<file path="src/pkg/sdp_pkg.sv">
// What this block does
// [RULE1] The stack pointer is an 8-bit register that starts the stack and resets to 07h.
// [RULE2] Each stack store and subroutine jump increments the stack pointer before its write.
// [RULE3] Each stack load, subroutine exit or interrupt exit decrements it after its read.
// [RULE4] Software writes to the stack pointer relocate where later stack operations land.
// [RULE5] The primary data pointer is 16 bits held as separate low and high byte registers.
// [RULE6] An auxiliary 16-bit data pointer, also split in two bytes, is kept independently.
// [RULE7] With the choice bit set, data-pointer instructions use the auxiliary pair.
// [RULE8] Choice bit 0 selects the primary pair and 1 selects the auxiliary pair.
// [RULE9] Only bit 0 of the selector exists; bits 7 to 1 read zero; it resets to 00h.
// [RULE10] Stack pointer steps wrap modulo 256 and all data pointer bytes reset to zero.
package sdp_pkg;
	localparam logic [7:0] SDP_ADDR_STACK  = 8'h81;
	localparam logic [7:0] SDP_ADDR_A_LOW  = 8'h82;
	localparam logic [7:0] SDP_ADDR_A_HIGH = 8'h83;
	localparam logic [7:0] SDP_ADDR_B_LOW  = 8'h84;
	localparam logic [7:0] SDP_ADDR_B_HIGH = 8'h85;
	localparam logic [7:0] SDP_ADDR_CHOICE = 8'h86;
	localparam logic [7:0] SDP_RST_STACK   = 8'h07;
	localparam logic [7:0] SDP_RST_BYTE    = 8'h00;
	localparam logic [7:0] SDP_RST_CHOICE  = 8'h00;
	localparam int         SDP_CHOICE_BIT  = 0;
	localparam logic [7:0] SDP_STEP        = 8'h01;

	// Stack operation codes from the execution logic
	typedef enum logic [3:0] {
		SDP_STK_NONE  = 4'h1,
		SDP_STK_STORE = 4'h2,
		SDP_STK_LOAD  = 4'h4,
		SDP_STK_BOTH  = 4'h8
	} sdp_stk_type;
endpackage

</file>
<file path="src/pkg/sdp_ptr_if.sv">
`timescale 1ns/1ns
// One 16-bit pointer: write strobes and current value
interface sdp_ptr_if;
	logic        wr_low;
	logic        wr_high;
	logic        wr_word;
	logic [7:0]  wdata;
	logic [15:0] wword;
	logic [15:0] value;
	modport ctl (output wr_low, output wr_high, output wr_word, output wdata,
		output wword, input value);
	modport reg16 (input wr_low, input wr_high, input wr_word, input wdata,
		input wword, output value);
endinterface

</file>
<file path="src/hdl/sdp_ptr_reg.sv">
`timescale 1ns/1ns
// Split low/high data pointer pair
module sdp_ptr_reg (
	// Clock and reset
	input wire logic mclk,
	input wire logic arst_n,
	// Pointer access
	sdp_ptr_if.reg16 p
);
	logic [7:0] low_q;
	logic [7:0] high_q;

	// Low byte; a whole-word update takes priority over a byte write
	always_ff @(posedge mclk or negedge arst_n) begin
		if (!arst_n) begin
			low_q <= sdp_pkg::SDP_RST_BYTE; // [RULE10]
		end else if (p.wr_word) begin
			low_q <= p.wword[7:0];
		end else if (p.wr_low) begin
			low_q <= p.wdata; // [RULE5]
		end
	end

	// High byte
	always_ff @(posedge mclk or negedge arst_n) begin
		if (!arst_n) begin
			high_q <= sdp_pkg::SDP_RST_BYTE; // [RULE10]
		end else if (p.wr_word) begin
			high_q <= p.wword[15:8];
		end else if (p.wr_high) begin
			high_q <= p.wdata; // [RULE5]
		end
	end

	assign p.value = {high_q, low_q};
endmodule

</file>
<file path="src/hdl/sdp_stack_ptr.sv">
`timescale 1ns/1ns
// Stack pointer with automatic step
module sdp_stack_ptr (
	// Clock and reset
	input  wire logic             mclk,
	input  wire logic             arst_n,
	// Control
	input  wire logic             wr,
	input  wire logic [7:0]       wdata,
	input  wire sdp_pkg::sdp_stk_type op,
	// State
	output logic [7:0]            value
);
	logic [7:0] sp_q;

	// Software write beats a stack step in the same cycle
	always_ff @(posedge mclk or negedge arst_n) begin
		if (!arst_n) begin
			sp_q <= sdp_pkg::SDP_RST_STACK; // [RULE1]
		end else if (wr) begin
			sp_q <= wdata; // [RULE4]
		end else begin
			case (op)
				sdp_pkg::SDP_STK_STORE: sp_q <= sp_q + sdp_pkg::SDP_STEP; // [RULE2] [RULE10]
				sdp_pkg::SDP_STK_LOAD:  sp_q <= sp_q - sdp_pkg::SDP_STEP; // [RULE3] [RULE10]
				default:                sp_q <= sp_q;
			endcase
		end
	end

	assign value = sp_q;
endmodule

</file>
<file path="src/hdl/sdp_top.sv">
`timescale 1ns/1ns
// Stack pointer and dual data pointer register block
module sdp_top (
	// Clock and reset
	input  wire logic        mclk,
	input  wire logic        arst_n,
	// Register port from the core
	input  wire logic [7:0]  reg_addr,
	input  wire logic        reg_wr,
	input  wire logic [7:0]  reg_wdata,
	output logic [7:0]       reg_rdata,
	// Stack operations
	input  wire logic        stk_push,
	input  wire logic        stk_pop,
	// Active pointer access
	input  wire logic        active_data_pointer_load,
	input  wire logic [15:0] active_data_pointer_wdata,
	// State out
	output logic [7:0]       stack_top_pointer,
	output logic [15:0]      active_data_pointer,
	output logic             pointer_choice
);
	logic                 sel_q;
	logic [7:0]           sp_val;
	sdp_pkg::sdp_stk_type op;
	logic                 hit_sp;
	logic [7:0]           rd_d;
	logic [15:0]          act_d;

	sdp_ptr_if pa ();
	sdp_ptr_if pb ();

	// Push and pop together cancel out
	always_comb begin
		if (stk_push && !stk_pop) begin
			op = sdp_pkg::SDP_STK_STORE; // [RULE2]
		end else if (stk_pop && !stk_push) begin
			op = sdp_pkg::SDP_STK_LOAD; // [RULE3]
		end else begin
			op = sdp_pkg::SDP_STK_NONE;
		end
	end

	assign hit_sp = reg_wr && (reg_addr == sdp_pkg::SDP_ADDR_STACK);

	sdp_stack_ptr u_sp (
		.mclk  (mclk),
		.arst_n(arst_n),
		.wr    (hit_sp),
		.wdata (reg_wdata),
		.op    (op),
		.value (sp_val)
	);

	// Byte writes by address; word loads go to the pair the selector names
	assign pa.wr_low  = reg_wr && (reg_addr == sdp_pkg::SDP_ADDR_A_LOW);
	assign pa.wr_high = reg_wr && (reg_addr == sdp_pkg::SDP_ADDR_A_HIGH);
	assign pa.wr_word = active_data_pointer_load && !sel_q; // [RULE8]
	assign pa.wdata   = reg_wdata;
	assign pa.wword   = active_data_pointer_wdata;
	assign pb.wr_low  = reg_wr && (reg_addr == sdp_pkg::SDP_ADDR_B_LOW);
	assign pb.wr_high = reg_wr && (reg_addr == sdp_pkg::SDP_ADDR_B_HIGH);
	assign pb.wr_word = active_data_pointer_load && sel_q; // [RULE7]
	assign pb.wdata   = reg_wdata;
	assign pb.wword   = active_data_pointer_wdata;

	sdp_ptr_reg u_pa (
		.mclk  (mclk),
		.arst_n(arst_n),
		.p     (pa)
	); // [RULE5]

	sdp_ptr_reg u_pb (
		.mclk  (mclk),
		.arst_n(arst_n),
		.p     (pb)
	); // [RULE6]

	// Selector keeps only bit 0
	always_ff @(posedge mclk or negedge arst_n) begin
		if (!arst_n) begin
			sel_q <= sdp_pkg::SDP_RST_CHOICE[sdp_pkg::SDP_CHOICE_BIT]; // [RULE9]
		end else if (reg_wr && (reg_addr == sdp_pkg::SDP_ADDR_CHOICE)) begin
			sel_q <= reg_wdata[sdp_pkg::SDP_CHOICE_BIT]; // [RULE9]
		end
	end

	// Read mux; unmapped addresses read zero
	always_comb begin
		case (reg_addr)
			sdp_pkg::SDP_ADDR_STACK:  rd_d = sp_val;
			sdp_pkg::SDP_ADDR_A_LOW:  rd_d = pa.value[7:0];
			sdp_pkg::SDP_ADDR_A_HIGH: rd_d = pa.value[15:8];
			sdp_pkg::SDP_ADDR_B_LOW:  rd_d = pb.value[7:0];
			sdp_pkg::SDP_ADDR_B_HIGH: rd_d = pb.value[15:8];
			sdp_pkg::SDP_ADDR_CHOICE: rd_d = {7'h00, sel_q}; // [RULE9]
			default:                  rd_d = 8'h00;
		endcase
	end

	assign act_d = sel_q ? pb.value : pa.value; // [RULE7] [RULE8]

	// Registered outputs lag state by one cycle
	always_ff @(posedge mclk or negedge arst_n) begin
		if (!arst_n) begin
			reg_rdata           <= 8'h00;
			stack_top_pointer   <= sdp_pkg::SDP_RST_STACK;
			active_data_pointer <= 16'h0000;
			pointer_choice      <= 1'b0;
		end else begin
			reg_rdata           <= rd_d;
			stack_top_pointer   <= sp_val;
			active_data_pointer <= act_d;
			pointer_choice      <= sel_q;
		end
	end
endmodule

</file>
<file path="config.mk">
export PLATFORM = sky130hd
export DESIGN_NAME = sdp_top
export DESIGN_NICKNAME = d
export VERILOG_FILES = /design/src/pkg/sdp_pkg.sv /design/src/pkg/sdp_ptr_if.sv /design/src/hdl/sdp_ptr_reg.sv /design/src/hdl/sdp_stack_ptr.sv /design/src/hdl/sdp_top.sv
export SDC_FILE = /design/constraint.sdc
export NUM_CORES = 1
export LEC_CHECK = 0
export ABC_AREA = 1
export BUFFER_PORTS_ARGS = -buffer_cell sky130_fd_sc_hd__buf_2
export CORE_ASPECT_RATIO = 1.25
export CORE_MARGIN = 10
export CORE_UTILIZATION = 55
export DETAILED_ROUTE_END_ITERATION = 10
export MAX_ROUTING_LAYER = met4
export PLACE_DENSITY = 0.86
export SETUP_SLACK_MARGIN = 0.4
export SKIP_CTS_REPAIR_TIMING = 1
export SYNTH_ARGS = -nofsm -noshare
export SYNTH_HDL_FRONTEND = slang
export SYNTH_SLANG_ARGS = --single-unit
export TNS_END_PERCENT = 30
</file>
<file path="constraint.sdc">
create_clock -name mclk -period 2.3 [get_ports mclk]
set_clock_uncertainty 0.1 [all_clocks]
set_input_delay 0.23 -clock mclk [delete_from_list [all_inputs] [get_ports mclk]]
set_output_delay 0.23 -clock mclk [all_outputs]
set_load 0.05 [all_outputs]
</file>
==> results.md, run 1 <==
- Outcome: complete, no violations
- Antenna Cells: 0
- Routed Antenna Nets: 0
- Worst setup margin: 0.493 ns
- Leading area contributor after synthesis: dfrtp_1
- Via count: between 3000 and 4000
- H-tree levels: 3
- Final period util: 78.6%
- Count leader, synth: nand2_1
- Buffers on Ports: 70
- Core box area: around 6600 sq um
- Count of non-filler cells in the finished layout: 633
- # DRC: 0
- Insertion delay to the later sink of the worst-skew pair: 0.35 ns
- Crit Path Max Fanout: 3
- Top cells by count, synth: nand2_1, dfrtp_1, inv_1, nand3_1, o21ai_0
- Element type at the critical path start: flop
- Sequential-to-total area share from yosys stat: between 40% and 50%
- Clock root buffer: clkbuf_8
- Critical path class: flop to flop
- Clk slew on worst S/H paths: 0.08 ns
- Routed wire length: 10.5 mm
- Mean Syn Cell Area: 8.24 sq um
- Grt ovf: 0
- Clk sinks: 74
- Synth top area share: 44.8%
- GRT Util Overall: 20.7%
- Unrepaired setup endpoints after global routing: true
- Io pins: 71
- TritonCTS clock tree: yes
- Final RePlAce weighted congestion: 0.983
- Synth area leaders: dfrtp_1, nand2_1, inv_1, nand3_1, dfstp_2
- Final setup vio count: 0
- Worst r2r src: u_sp.value[1]$_DFFE_PN1P_
- VDD IR max: 0.000517 V
- Fraction of layout cells with a size suffix above 1: 29.5%
- CP required: 2.45 ns
- Worst rel slew slack: 68.4%
- Slew @ Worst Pin: about 0.47 ns
- 1st-iter DRT viols: ~290
- First-pass detailed-route iteration total: 7
- Crit path DAT: 1.96 ns
- Pleak: 2.40 nW
- Post-placement cell count: 613
- Clock tree buffer depth: 2
- Detailed Place HPWL: 7.83 mm
- Finished Core Util: 68.0%
- Mapped cell area: around 3800 sq um
- Maxcap violations: 0
- Fin crit period: around 1.8 ns
- Inserted Clock Buffers: 9
- Number of synthesized flops with an enable pin: 0
- Async SR Flop Fraction: between 90% and 100%
- Die height: 113 microns
- Hold path start: active_data_pointer_wdata[8]
- Vias per Instance: approximately 5.4
- Peak Freq: 554 MHz
- Yosys cell types: 39
- Syn_nets: 500
- Simple-Gate Fraction of Synth Area: between 20% and 30%
- Final Hold Fails: 0
- Fin nets: 580
- Die Span X: 94.3 microns
- CP endpoint kind: flop
- Wire per inst: 16.5 microns
- Worst setup path start: u_sp.value[1]$_DFFE_PN1P_
- Cells after synthesis: 461
- Post-Synth XOR/XNOR Area: 0.461%
- Largest net degree at the start of global routing: 75
- Compound-gate portion of the synthesized area: between 10% and 20%
- Final TNS setup: 0 ns
- Post-Place Worst Slack: 0.428 ns
- Worst hold slack: between 0.02 and 0.025 ns
- Pwr/cell area: 937 nW/um^2
- Initial cell density of the core: about 57%
- Post-synthesis mux area share: less than 1%
- Die area: 10600 sq um
- Row count: 33
- Ys Warns: 0
- Post-synthesis adder-cell area fraction: 0.329%
- First-pass GRT wire length: 16.9 mm
- Main synth FF type: dfrtp_1
- #FFs+latches synth: 74
- Slew Viols, Final: 0
- Hold/Removal Path Class: primary input to flop
- Main combinational cell family by area after synthesis: simple AND/OR/NAND/NOR gates
- Vias in the first global route: approximately 3400
- Initial antenna violation count: 0
- P&R area growth vs syn: 19.0%
==> report_power, final <==
part           internal [mW]  switching [mW]  total [mW]  leakage [nW]
Sequential              1.61           0.173        1.78         0.895
Clock                  0.608           0.495        1.10         0.105
Combinational          0.406           0.941        1.35          1.40
==> registers in the layout, summed over array words and instances (netlist names) <==
register and cells:
active_data_pointer 16, reg_rdata 8, stack_top_pointer 8, u_pa.high_q 8, u_pa.low_q 8, u_pb.high_q 8, u_pb.low_q 8, u_sp.value 8
pointer_choice 1, sel_q 1
==> path summary, 6_finish.rpt <==
path / endpoint / slack [ns] / cells after the start
worst max-delay path: u_sp.value[4]$_DFFE_PN0P_ / 0.49 / 13
worst min-delay path: u_pb.high_q[0]$_DFFE_PN0P_ / 0.02 / 3
worst max register to register: u_sp.value[4]$_DFFE_PN0P_ / 0.49 / 13
worst min register to register: stack_top_pointer[2]$_DFF_PN1_ / 0.29 / 0
max in group asynchronous: u_sp.value[2]$_DFFE_PN1P_ / 1.42 / 3
min in group asynchronous: stack_top_pointer[6]$_DFF_PN0_ / 0.32 / 3
==> metal layers <==
layer	vias up	GRT usage (%)	part of all wire (%)
met1	1607	24.8	41
met5	-	-	0
met2	155	32.7	50
met3	26	4.96	7.2
met4	0	8.12	2.5
li1	1660	-	-
==> through the flow <==
stage	area, sq um	power (mW)
after CTS	4460	4.18
after floorplan	3800	2.72
after global placement	4240	3.07
after detailed placement	4240	3.08
final	4520	4.23
after global routing	4520	4.48
==> critical path, cell delays in order (launching register included) <==
cell and delay [ns]:
dfstp_2 0.56, inv_2 0.05, nand2_2 0.07, nand2_1 0.05, inv_1 0.05, ha_2 0.16, inv_2 0.04, nand2_2 0.08
nand3_4 0.08, o21ai_2 0.15, xor2_1 0.16, nand2_1 0.06, nand2_1 0.06, nand2_1 0.04
==> cell usage in the layout, fill, tap and decap left out, types with 2 or more instances in the layout <==
master / instances
clkbuf_8: 9
buf_2: 70
inv_2: 22
dfstp_2: 6
nand2_2: 7
xor2_1: 2
o21ai_2: 6
a31oi_1: 2
nor2_1: 18
inv_1: 50
nor2_2: 5
bufinv_16: 2
dfrtp_1: 68
a21oi_1: 8
o21ai_0: 26
nand2_4: 5
nand3_1: 33
nand3_2: 3
a22oi_1: 13
buf_4: 7
o22ai_1: 5
o211ai_1: 6
nor2_4: 5
nand2_1: 128
clkinv_2: 2
nand4_1: 2
clkinvlp_4: 2
o221ai_1: 6
o21ai_1: 13
==> cell type report <==
type	count	area [sq um]
Multi-Input combinational cell	303	1620
Tap cell	87	109
Timing Repair Buffer	79	433
Fill cell	566	2130
Sequential cell	74	1860
Inverter	74	280
Clock inverter	7	93.8
Clock buffer	9	124
==> cell families (layout without fill, tap and decap cells) <==
family,Yosys count,in the layout
xor gates and xnor gates,2,2
and+or+nand+nor,210,210
AOI/OAI and AO/OA,89,89
adders and majority gates,1,1
DFF,74,74
buffers and inverters,84,169
muxes,1,1
Power figures use the tool's default switching activity.
==> run 2: changes to the inputs <==
--- a/config.mk
+++ b/config.mk
@@ -5,14 +5,14 @@
 export SDC_FILE = /design/constraint.sdc
 export NUM_CORES = 1
 export LEC_CHECK = 0
-export ABC_AREA = 1
+export ABC_AREA = 0
 export BUFFER_PORTS_ARGS = -buffer_cell sky130_fd_sc_hd__buf_2
 export CORE_ASPECT_RATIO = 1.25
 export CORE_MARGIN = 10
-export CORE_UTILIZATION = 55
+export CORE_UTILIZATION = 49
 export DETAILED_ROUTE_END_ITERATION = 10
 export MAX_ROUTING_LAYER = met4
-export PLACE_DENSITY = 0.86
+export PLACE_DENSITY = 0.82
 export SETUP_SLACK_MARGIN = 0.4
 export SKIP_CTS_REPAIR_TIMING = 1
 export SYNTH_ARGS = -nofsm -noshare
==> constraint.sdc (replaced) <==
create_clock -name mclk -period 1.66 [get_ports mclk]
set_clock_uncertainty 0.1 [all_clocks]
set_input_delay 0.166 -clock mclk [delete_from_list [all_inputs] [get_ports mclk]]
set_output_delay 0.166 -clock mclk [all_outputs]
set_load 0.05 [all_outputs]
==> results.md, run 2 <==
- Initial antenna violation count: 1 (+1)
- Final Hold Fails: 6 (+6)
- FF-to-FF path depth: 7 (-6)
- Die Span X: 96.2 microns (+2.0%)
- Pwr/cell area: 1370 nW/um^2 (+46%)
- Fin crit period: 1.83 ns (+0.0231 ns)
- Async SR Flop Fraction: 100% (unchanged)
- Worst hold path stage count: 3 (unchanged)
- Detailed Place HPWL: 6.93 mm (-12%)
- Via count: 3054 (-11%)
- Largest Register: active_data_pointer
- Routed wire length: 9.92 mm (-5.3%)
- Outcome: complete, but fails checks
- Die height: 115 microns (+2.1%)
- CP required: 1.80 ns (-0.65 ns)
- R2R Setup Slk: -0.17 ns (-0.66 ns)
- Die area: 11100 sq um (+4.2%)
- Worst rel slew slack: 67.9% (-0.42 points)
- Insertion delay to the later sink of the worst-skew pair: 0.35 ns (about the same)
- Worst r2r dst: u_sp.value[4]$_DFFE_PN0P_
- Maxcap violations: 0 (unchanged)
- Final Cell Area: 4670 sq um (+3.4%)
- Grt ovf: 0 (unchanged)
- Io pins: 71 (unchanged)
- CP endpoint kind: flop
- #FFs+latches synth: 74 (unchanged)
- Largest net degree at the start of global routing: 55 (-27%)
- Top cells by count, synth: dfrtp_1, nand2_1, nor2_1, mux2i_1, mux2_2
- P&R area growth vs syn: 31.3%
- Slew @ Worst Pin: 0.477 ns (+0.00319 ns)
- Mean Syn Cell Area: 10.6 sq um (+29%)
- Inserted Clock Buffers: 9 (unchanged)
- Finished Core Util: 66.6% (-1.4 points)
- Yosys cell types: 49 (+26%)
- Final TNS setup: -0.555 ns (-0.555 ns)
- Count of non-filler cells in the finished layout: 534 (-16%)
- First-pass detailed-route iteration total: 5 (-2)
- Count leader, synth: dfrtp_1
- Initial cell density of the core: 50.7% (-6.4 points)
- TritonCTS clock tree: yes
- Post-placement cell count: 507 (-17%)
- Crit Path Max Fanout: 3 (unchanged)
- Hold/Removal Path Class: primary input to flop
- GRT Util Overall: 18.7% (-2.0 points)
- Peak Freq: 547 MHz (-1.3%)
- Clock tree buffer depth: 2 (unchanged)
- Synth top area share: 47.8% (+3.0 points)
- Total Power: 6.39 mW (+51%)
- Routed Antenna Nets: 0 (unchanged)
- Fin nets: 477 (-18%)
- Post-DP Area: 4240 sq um (about the same)
- Cells after synthesis: 336 (-27%)
- Critical path class: flop to flop
- Row count: 34 (+3.0%)
- Register area: 1860 sq um (unchanged)
- Wire per inst: 18.6 microns (+12%)
- Worst r2r src: u_sp.value[1]$_DFFE_PN1P_
- Hold path start: active_data_pointer_wdata[3]
- Sequential-to-total area share from yosys stat: 52.3% (+3.3 points)
- Ys Warns: 0 (unchanged)
- Area occupied by multi-input gates: 1700 sq um (+4.9%)
- Hold worst-path end: u_pb.low_q[3]$_DFFE_PN0P_
- Number of synthesized flops with an enable pin: 0 (unchanged)
- Main synth FF type: dfrtp_1
- Slew Viols, Final: 0 (unchanged)
- Post-Place Worst Slack: -0.181 ns (-0.609 ns)
- Element type at the critical path start: flop
- Clk sinks: 74 (unchanged)
- Clk slew on worst S/H paths: 0.08 ns (about the same)
- Worst setup margin: -0.170 ns (-0.663 ns)
- H-tree levels: 3 (unchanged)
- Clock root buffer: clkbuf_8
- VDD IR max: 0.000944 V (+82%)
- Leading area contributor after synthesis: dfrtp_1
- Pleak: 2.15 nW (-10%)
- Mapped cell area: 3560 sq um (-6.3%)
- Most frequent cells in the layout: dfrtp_1, buf_2, nand2_1
- Synth area leaders: dfrtp_1, mux2_2, mux2i_1, nand2_1, dfstp_2
- Syn_nets: 375 (-25%)
- Final setup vio count: 5 (+5)
- Final RePlAce weighted congestion: 0.880 (-10%)
- Crit path DAT: 1.97 ns (about the same)
- Final period util: 110% (+32 points)
- Vias in the first global route: 3111 (-8.3%)
- Failing checks: negative hold slack, negative setup slack
- Buffers on Ports: 70 (unchanged)
- Unrepaired setup endpoints after global routing: true
- Max reg flops: 16 (unchanged)
- Worst hold slack: -0.0135 ns (-0.0356 ns)
- Core box area: 7020 sq um (+5.6%)
- 1st-iter DRT viols: 356 (+24%)
- First-pass GRT wire length: 15.5 mm (-8.1%)
- Vias per Instance: 5.72 (+5.0%)
- # DRC: 0 (unchanged)
- Commonest non-fill, non-tap cell in the layout: dfrtp_1
- Fill cells: 524 (-7.4%)
- Fraction of layout cells with a size suffix above 1: 40.4% (+11 points)
[run 2: how the worst max path moves through the flow]
stage	startpoint	endpoint	slack, ns	cells after the start
2_1_floorplan	u_sp.value[1]$_DFFE_PN1P_	u_sp.value[6]$_DFFE_PN0P_	-0.16	6
3_3_place_gp	u_sp.value[1]$_DFFE_PN1P_	u_sp.value[6]$_DFFE_PN0P_	-0.11	6
3_5_place_dp	u_sp.value[1]$_DFFE_PN1P_	u_sp.value[6]$_DFFE_PN0P_	-0.18	6
4_1_cts	u_sp.value[1]$_DFFE_PN1P_	u_sp.value[6]$_DFFE_PN0P_	-0.19	6
5_1_grt	u_sp.value[1]$_DFFE_PN1P_	u_sp.value[4]$_DFFE_PN0P_	-0.23	7
6_report	u_sp.value[1]$_DFFE_PN1P_	u_sp.value[4]$_DFFE_PN0P_	-0.17	7
[run 2: critical path, cell delays in order (launching register included)]
cell and delay, ns:
dfstp_2 0.54, xnor2_1 0.11, ha_2 0.21, buf_4 0.12, nand4b_1 0.19, o22ai_2 0.21
xnor2_1 0.17, o21ai_2 0.06
[run 2: cell type report]
| cell class | count | area share (%) |
|---|---|---|
| clock inverters | 5 | 1.12 |
| repair buffers | 111 | 16.9 |
| flip-flops and latches | 74 | 39.8 |
| inverters | 1 | 0.0803 |
| diodes | 1 | 0.0535 |
| multi-input cells | 241 | 36.4 |
| clock buffers | 11 | 3.24 |
| well taps | 90 | 2.41 |
[run 2: cell families (layout without fill, tap and decap cells)]
logic type / count (synthesis) / after routing / synth area share (%)
AND/OR/NAND/NOR: 122 / 122 / 16.4
buffers and inverters: 21 / 128 / 3.20
other: 0 / 1 / 0
flip-flops: 74 / 74 / 52.3
adder cells (fa/ha/maj): 1 / 1 / 0.352
multiplexers: 47 / 47 / 14.0
AO/OA/AOI/OAI: 64 / 64 / 12.1
XOR/XNOR: 7 / 7 / 1.72
[run 2: power by group]
part | internal, mW | switching (mW) | total [mW] | leakage, nW
logic | 1.00 | 1.32 | 2.32 | 1.17
registers | 2.29 | 0.341 | 2.63 | 0.875
clock network | 0.768 | 0.668 | 1.44 | 0.105
total | 4.06 | 2.33 | 6.39 | 2.15
[run 2: per-layer routing]
layer  wire length [microns]  vias to the layer above  track usage [%]
li1                        -                     1400                -
met1                    3960                     1489             22.2
met2                    4940                      139             29.4
met3                     750                       26             3.26
met4                     269                        0             10.1
met5                       0                        -                -
==> run 3: changes to the inputs <==
--- a/config.mk
+++ b/config.mk
@@ -13,6 +13,7 @@
 export DETAILED_ROUTE_END_ITERATION = 10
 export MAX_ROUTING_LAYER = met4
 export PLACE_DENSITY = 0.82
+export REMOVE_ABC_BUFFERS = 1
 export SETUP_SLACK_MARGIN = 0.4
 export SKIP_CTS_REPAIR_TIMING = 1
 export SYNTH_ARGS = -nofsm -noshare
==> results.md, run 3 (synthesis results as in run 2) <==
- H-tree levels: 3 (unchanged)
- Register area: 1860 sq um (about the same)
- Vias in the first global route: 3068 (-1.4%)
- Sw frac: 37.0% (+0.60 points)
- Routed wire length: 10.8 mm (+9.1%)
- Final Cell Area: 4810 sq um (+3.0%)
- Insertion delay to the later sink of the worst-skew pair: 0.35 ns (about the same)
- Hold/Removal Path Class: primary input to flop
- Fin crit period: 1.91 ns (+0.0849 ns)
- Fraction of layout cells with a size suffix above 1: 41.5% (+1.1 points)
- CP required: 1.80 ns (about the same)
- Clk slew on worst S/H paths: 0.07 ns (about the same)
- Detailed Place HPWL: 7.09 mm (+2.3%)
- VDD IR max: 0.000832 V (-12%)
- Final RePlAce weighted congestion: 0.895 (+1.7%)
- Io pins: 71 (unchanged)
- Largest Register: active_data_pointer
- 1st-iter DRT viols: 313 (-12%)
- CP endpoint kind: flop
- Slew @ Worst Pin: 0.534 ns (+0.0567 ns)
- Slew Viols, Final: 0 (unchanged)
- Clock power frac: 21.4% (-1.1 points)
- # DRC: 0 (unchanged)
- TritonCTS clock tree: yes
- Via count: 3233 (+5.9%)
- Finished Core Util: 68.6% (+2.0 points)
- Clock root buffer: clkbuf_8
- Inserted Clock Buffers: 9 (unchanged)
- Post-placement cell count: 504 (-0.59%)
- Die area: 11100 sq um (unchanged)
- Outcome: complete, but fails checks
- Max reg flops: 16 (unchanged)
- P_sw: 2.39 mW (+2.8%)
- Critical path class: flop to flop
- Fin nets: 485 (+1.7%)
- Post-DP Area: 4150 sq um (-2.2%)
- Final Hold Fails: 2 (-4)
- Element type at the critical path start: flop
- Clock tree buffer depth: 2 (unchanged)
- Pwr/cell area: 1340 nW/um^2 (-1.8%)
- Final period util: 115% (+5.1 points)
- Die Span X: 96.2 microns (unchanged)
- Peak Freq: 522 MHz (-4.4%)
- GRT Util Overall: 18.5% (-0.27 points)
- First-pass GRT wire length: 15.2 mm (-1.9%)
- Clk sinks: 74 (unchanged)
- Initial cell density of the core: 50.7% (unchanged)
- Worst setup margin: -0.255 ns (-0.0849 ns)
- Routed Antenna Nets: 0 (unchanged)
- Count of non-filler cells in the finished layout: 541 (+1.3%)
- Pleak: 2.21 nW (+2.7%)
- Worst rel slew slack: 64.1% (-3.9 points)
- Flop pwr share: 41.1% (about the same)
- Combinational power share: 37.5% (+1.2 points)
- P&R area growth vs syn: 35.2%
- Initial antenna violation count: 0 (-1)
- Largest net degree at the start of global routing: 75 (+36%)
- Failing checks: negative hold slack, negative setup slack
- Buffers on Ports: 70 (unchanged)
- First-pass detailed-route iteration total: 8 (+3)
- Most frequent cells in the layout: dfrtp_1, buf_2, nand2_1
- Unrepaired setup endpoints after global routing: true
- Internal: 4.07 mW (+0.17%)
- Worst hold slack: -0.00303 ns (+0.0104 ns)
- Vias per Instance: 5.98 (+4.5%)
- Die height: 115 microns (unchanged)
- Post-Place Worst Slack: -0.173 ns (+0.00869 ns)
- Crit path DAT: 2.05 ns (+0.08 ns)
- Wire per inst: 20.0 microns (+7.7%)
- Fill cells: 479 (-8.6%)
- Grt ovf: 0 (unchanged)
- Final setup vio count: 6 (+1)
- Antenna Cells: 0 (-1)
- Row count: 34 (unchanged)
- Core box area: 7020 sq um (unchanged)
- Maxcap violations: 0 (unchanged)
- Commonest non-fill, non-tap cell in the layout: dfrtp_1
- Area occupied by multi-input gates: 1770 sq um (+4.2%)
- Crit Path Max Fanout: 3 (unchanged)
[run 3: final cells by class]
class                   count  area share [%]
flip-flops and latches     74            38.7
multi-input cells         241            36.8
repair buffers            119            18.2
clock buffers              13            3.09
well taps                  90            2.34
clock inverters             3           0.832
inverters                   1          0.0780
[run 3: per-layer routing]
metal  routed length [microns]  global-route usage (%)  share of wire [%]
met2                      5470                    29.9                 50
met4                       590                    9.85                5.4
met5                         0                       -                  0
met3                       955                    4.17                8.8
met1                      3810                    20.5                 35
[run 3: final timing paths]
path / startpoint / to / slack [ns] / cells after the start
setup / recovery: u_sp.value[1]$_DFFE_PN1P_ / u_sp.value[6]$_DFFE_PN0P_ / -0.25 / 6
hold / removal: reg_wdata[2] / u_sp.value[2]$_DFFE_PN1P_ / -0.003 / 3
setup reg to reg: u_sp.value[1]$_DFFE_PN1P_ / u_sp.value[6]$_DFFE_PN0P_ / -0.25 / 6
hold reg to reg: u_sp.value[7]$_DFFE_PN0P_ / stack_top_pointer[7]$_DFF_PN0_ / 0.37 / 0
max in group asynchronous: arst_n / sel_q$_DFFE_PN0P_ / 0.85 / 3
min in group asynchronous: arst_n / u_sp.value[4]$_DFFE_PN0P_ / 0.27 / 3
[run 3: power groups by stage]
| stage | registers, mW | logic (mW) | clock network [mW] |
|---|---|---|---|
| 2_1_floorplan | 3.11 | 0.740 | 0 |
| 3_3_place_gp | 2.59 | 1.87 | 0 |
| 3_5_place_dp | 2.61 | 1.93 | 0 |
| 4_1_cts | 2.58 | 1.94 | 1.39 |
| 5_1_grt | 2.70 | 2.56 | 1.49 |
| 6_report | 2.65 | 2.42 | 1.38 |
[run 3: critical path: stages (launching register included)]
cell	delay, ns
dfstp_2	0.56
xnor2_1	0.09
ha_2	0.20
or4_1	0.42
o22ai_2	0.18
xnor2_1	0.18
o21ai_2	0.07
[run 3: metrics by stage]
stage                     TNS (ns)  total power, mW
after floorplan              -3.26             3.85
after global placement      -0.163             4.46
after detailed placement    -0.467             4.55
after CTS                   -0.572             5.91
after global routing         -1.09             6.74
final                       -0.819             6.46
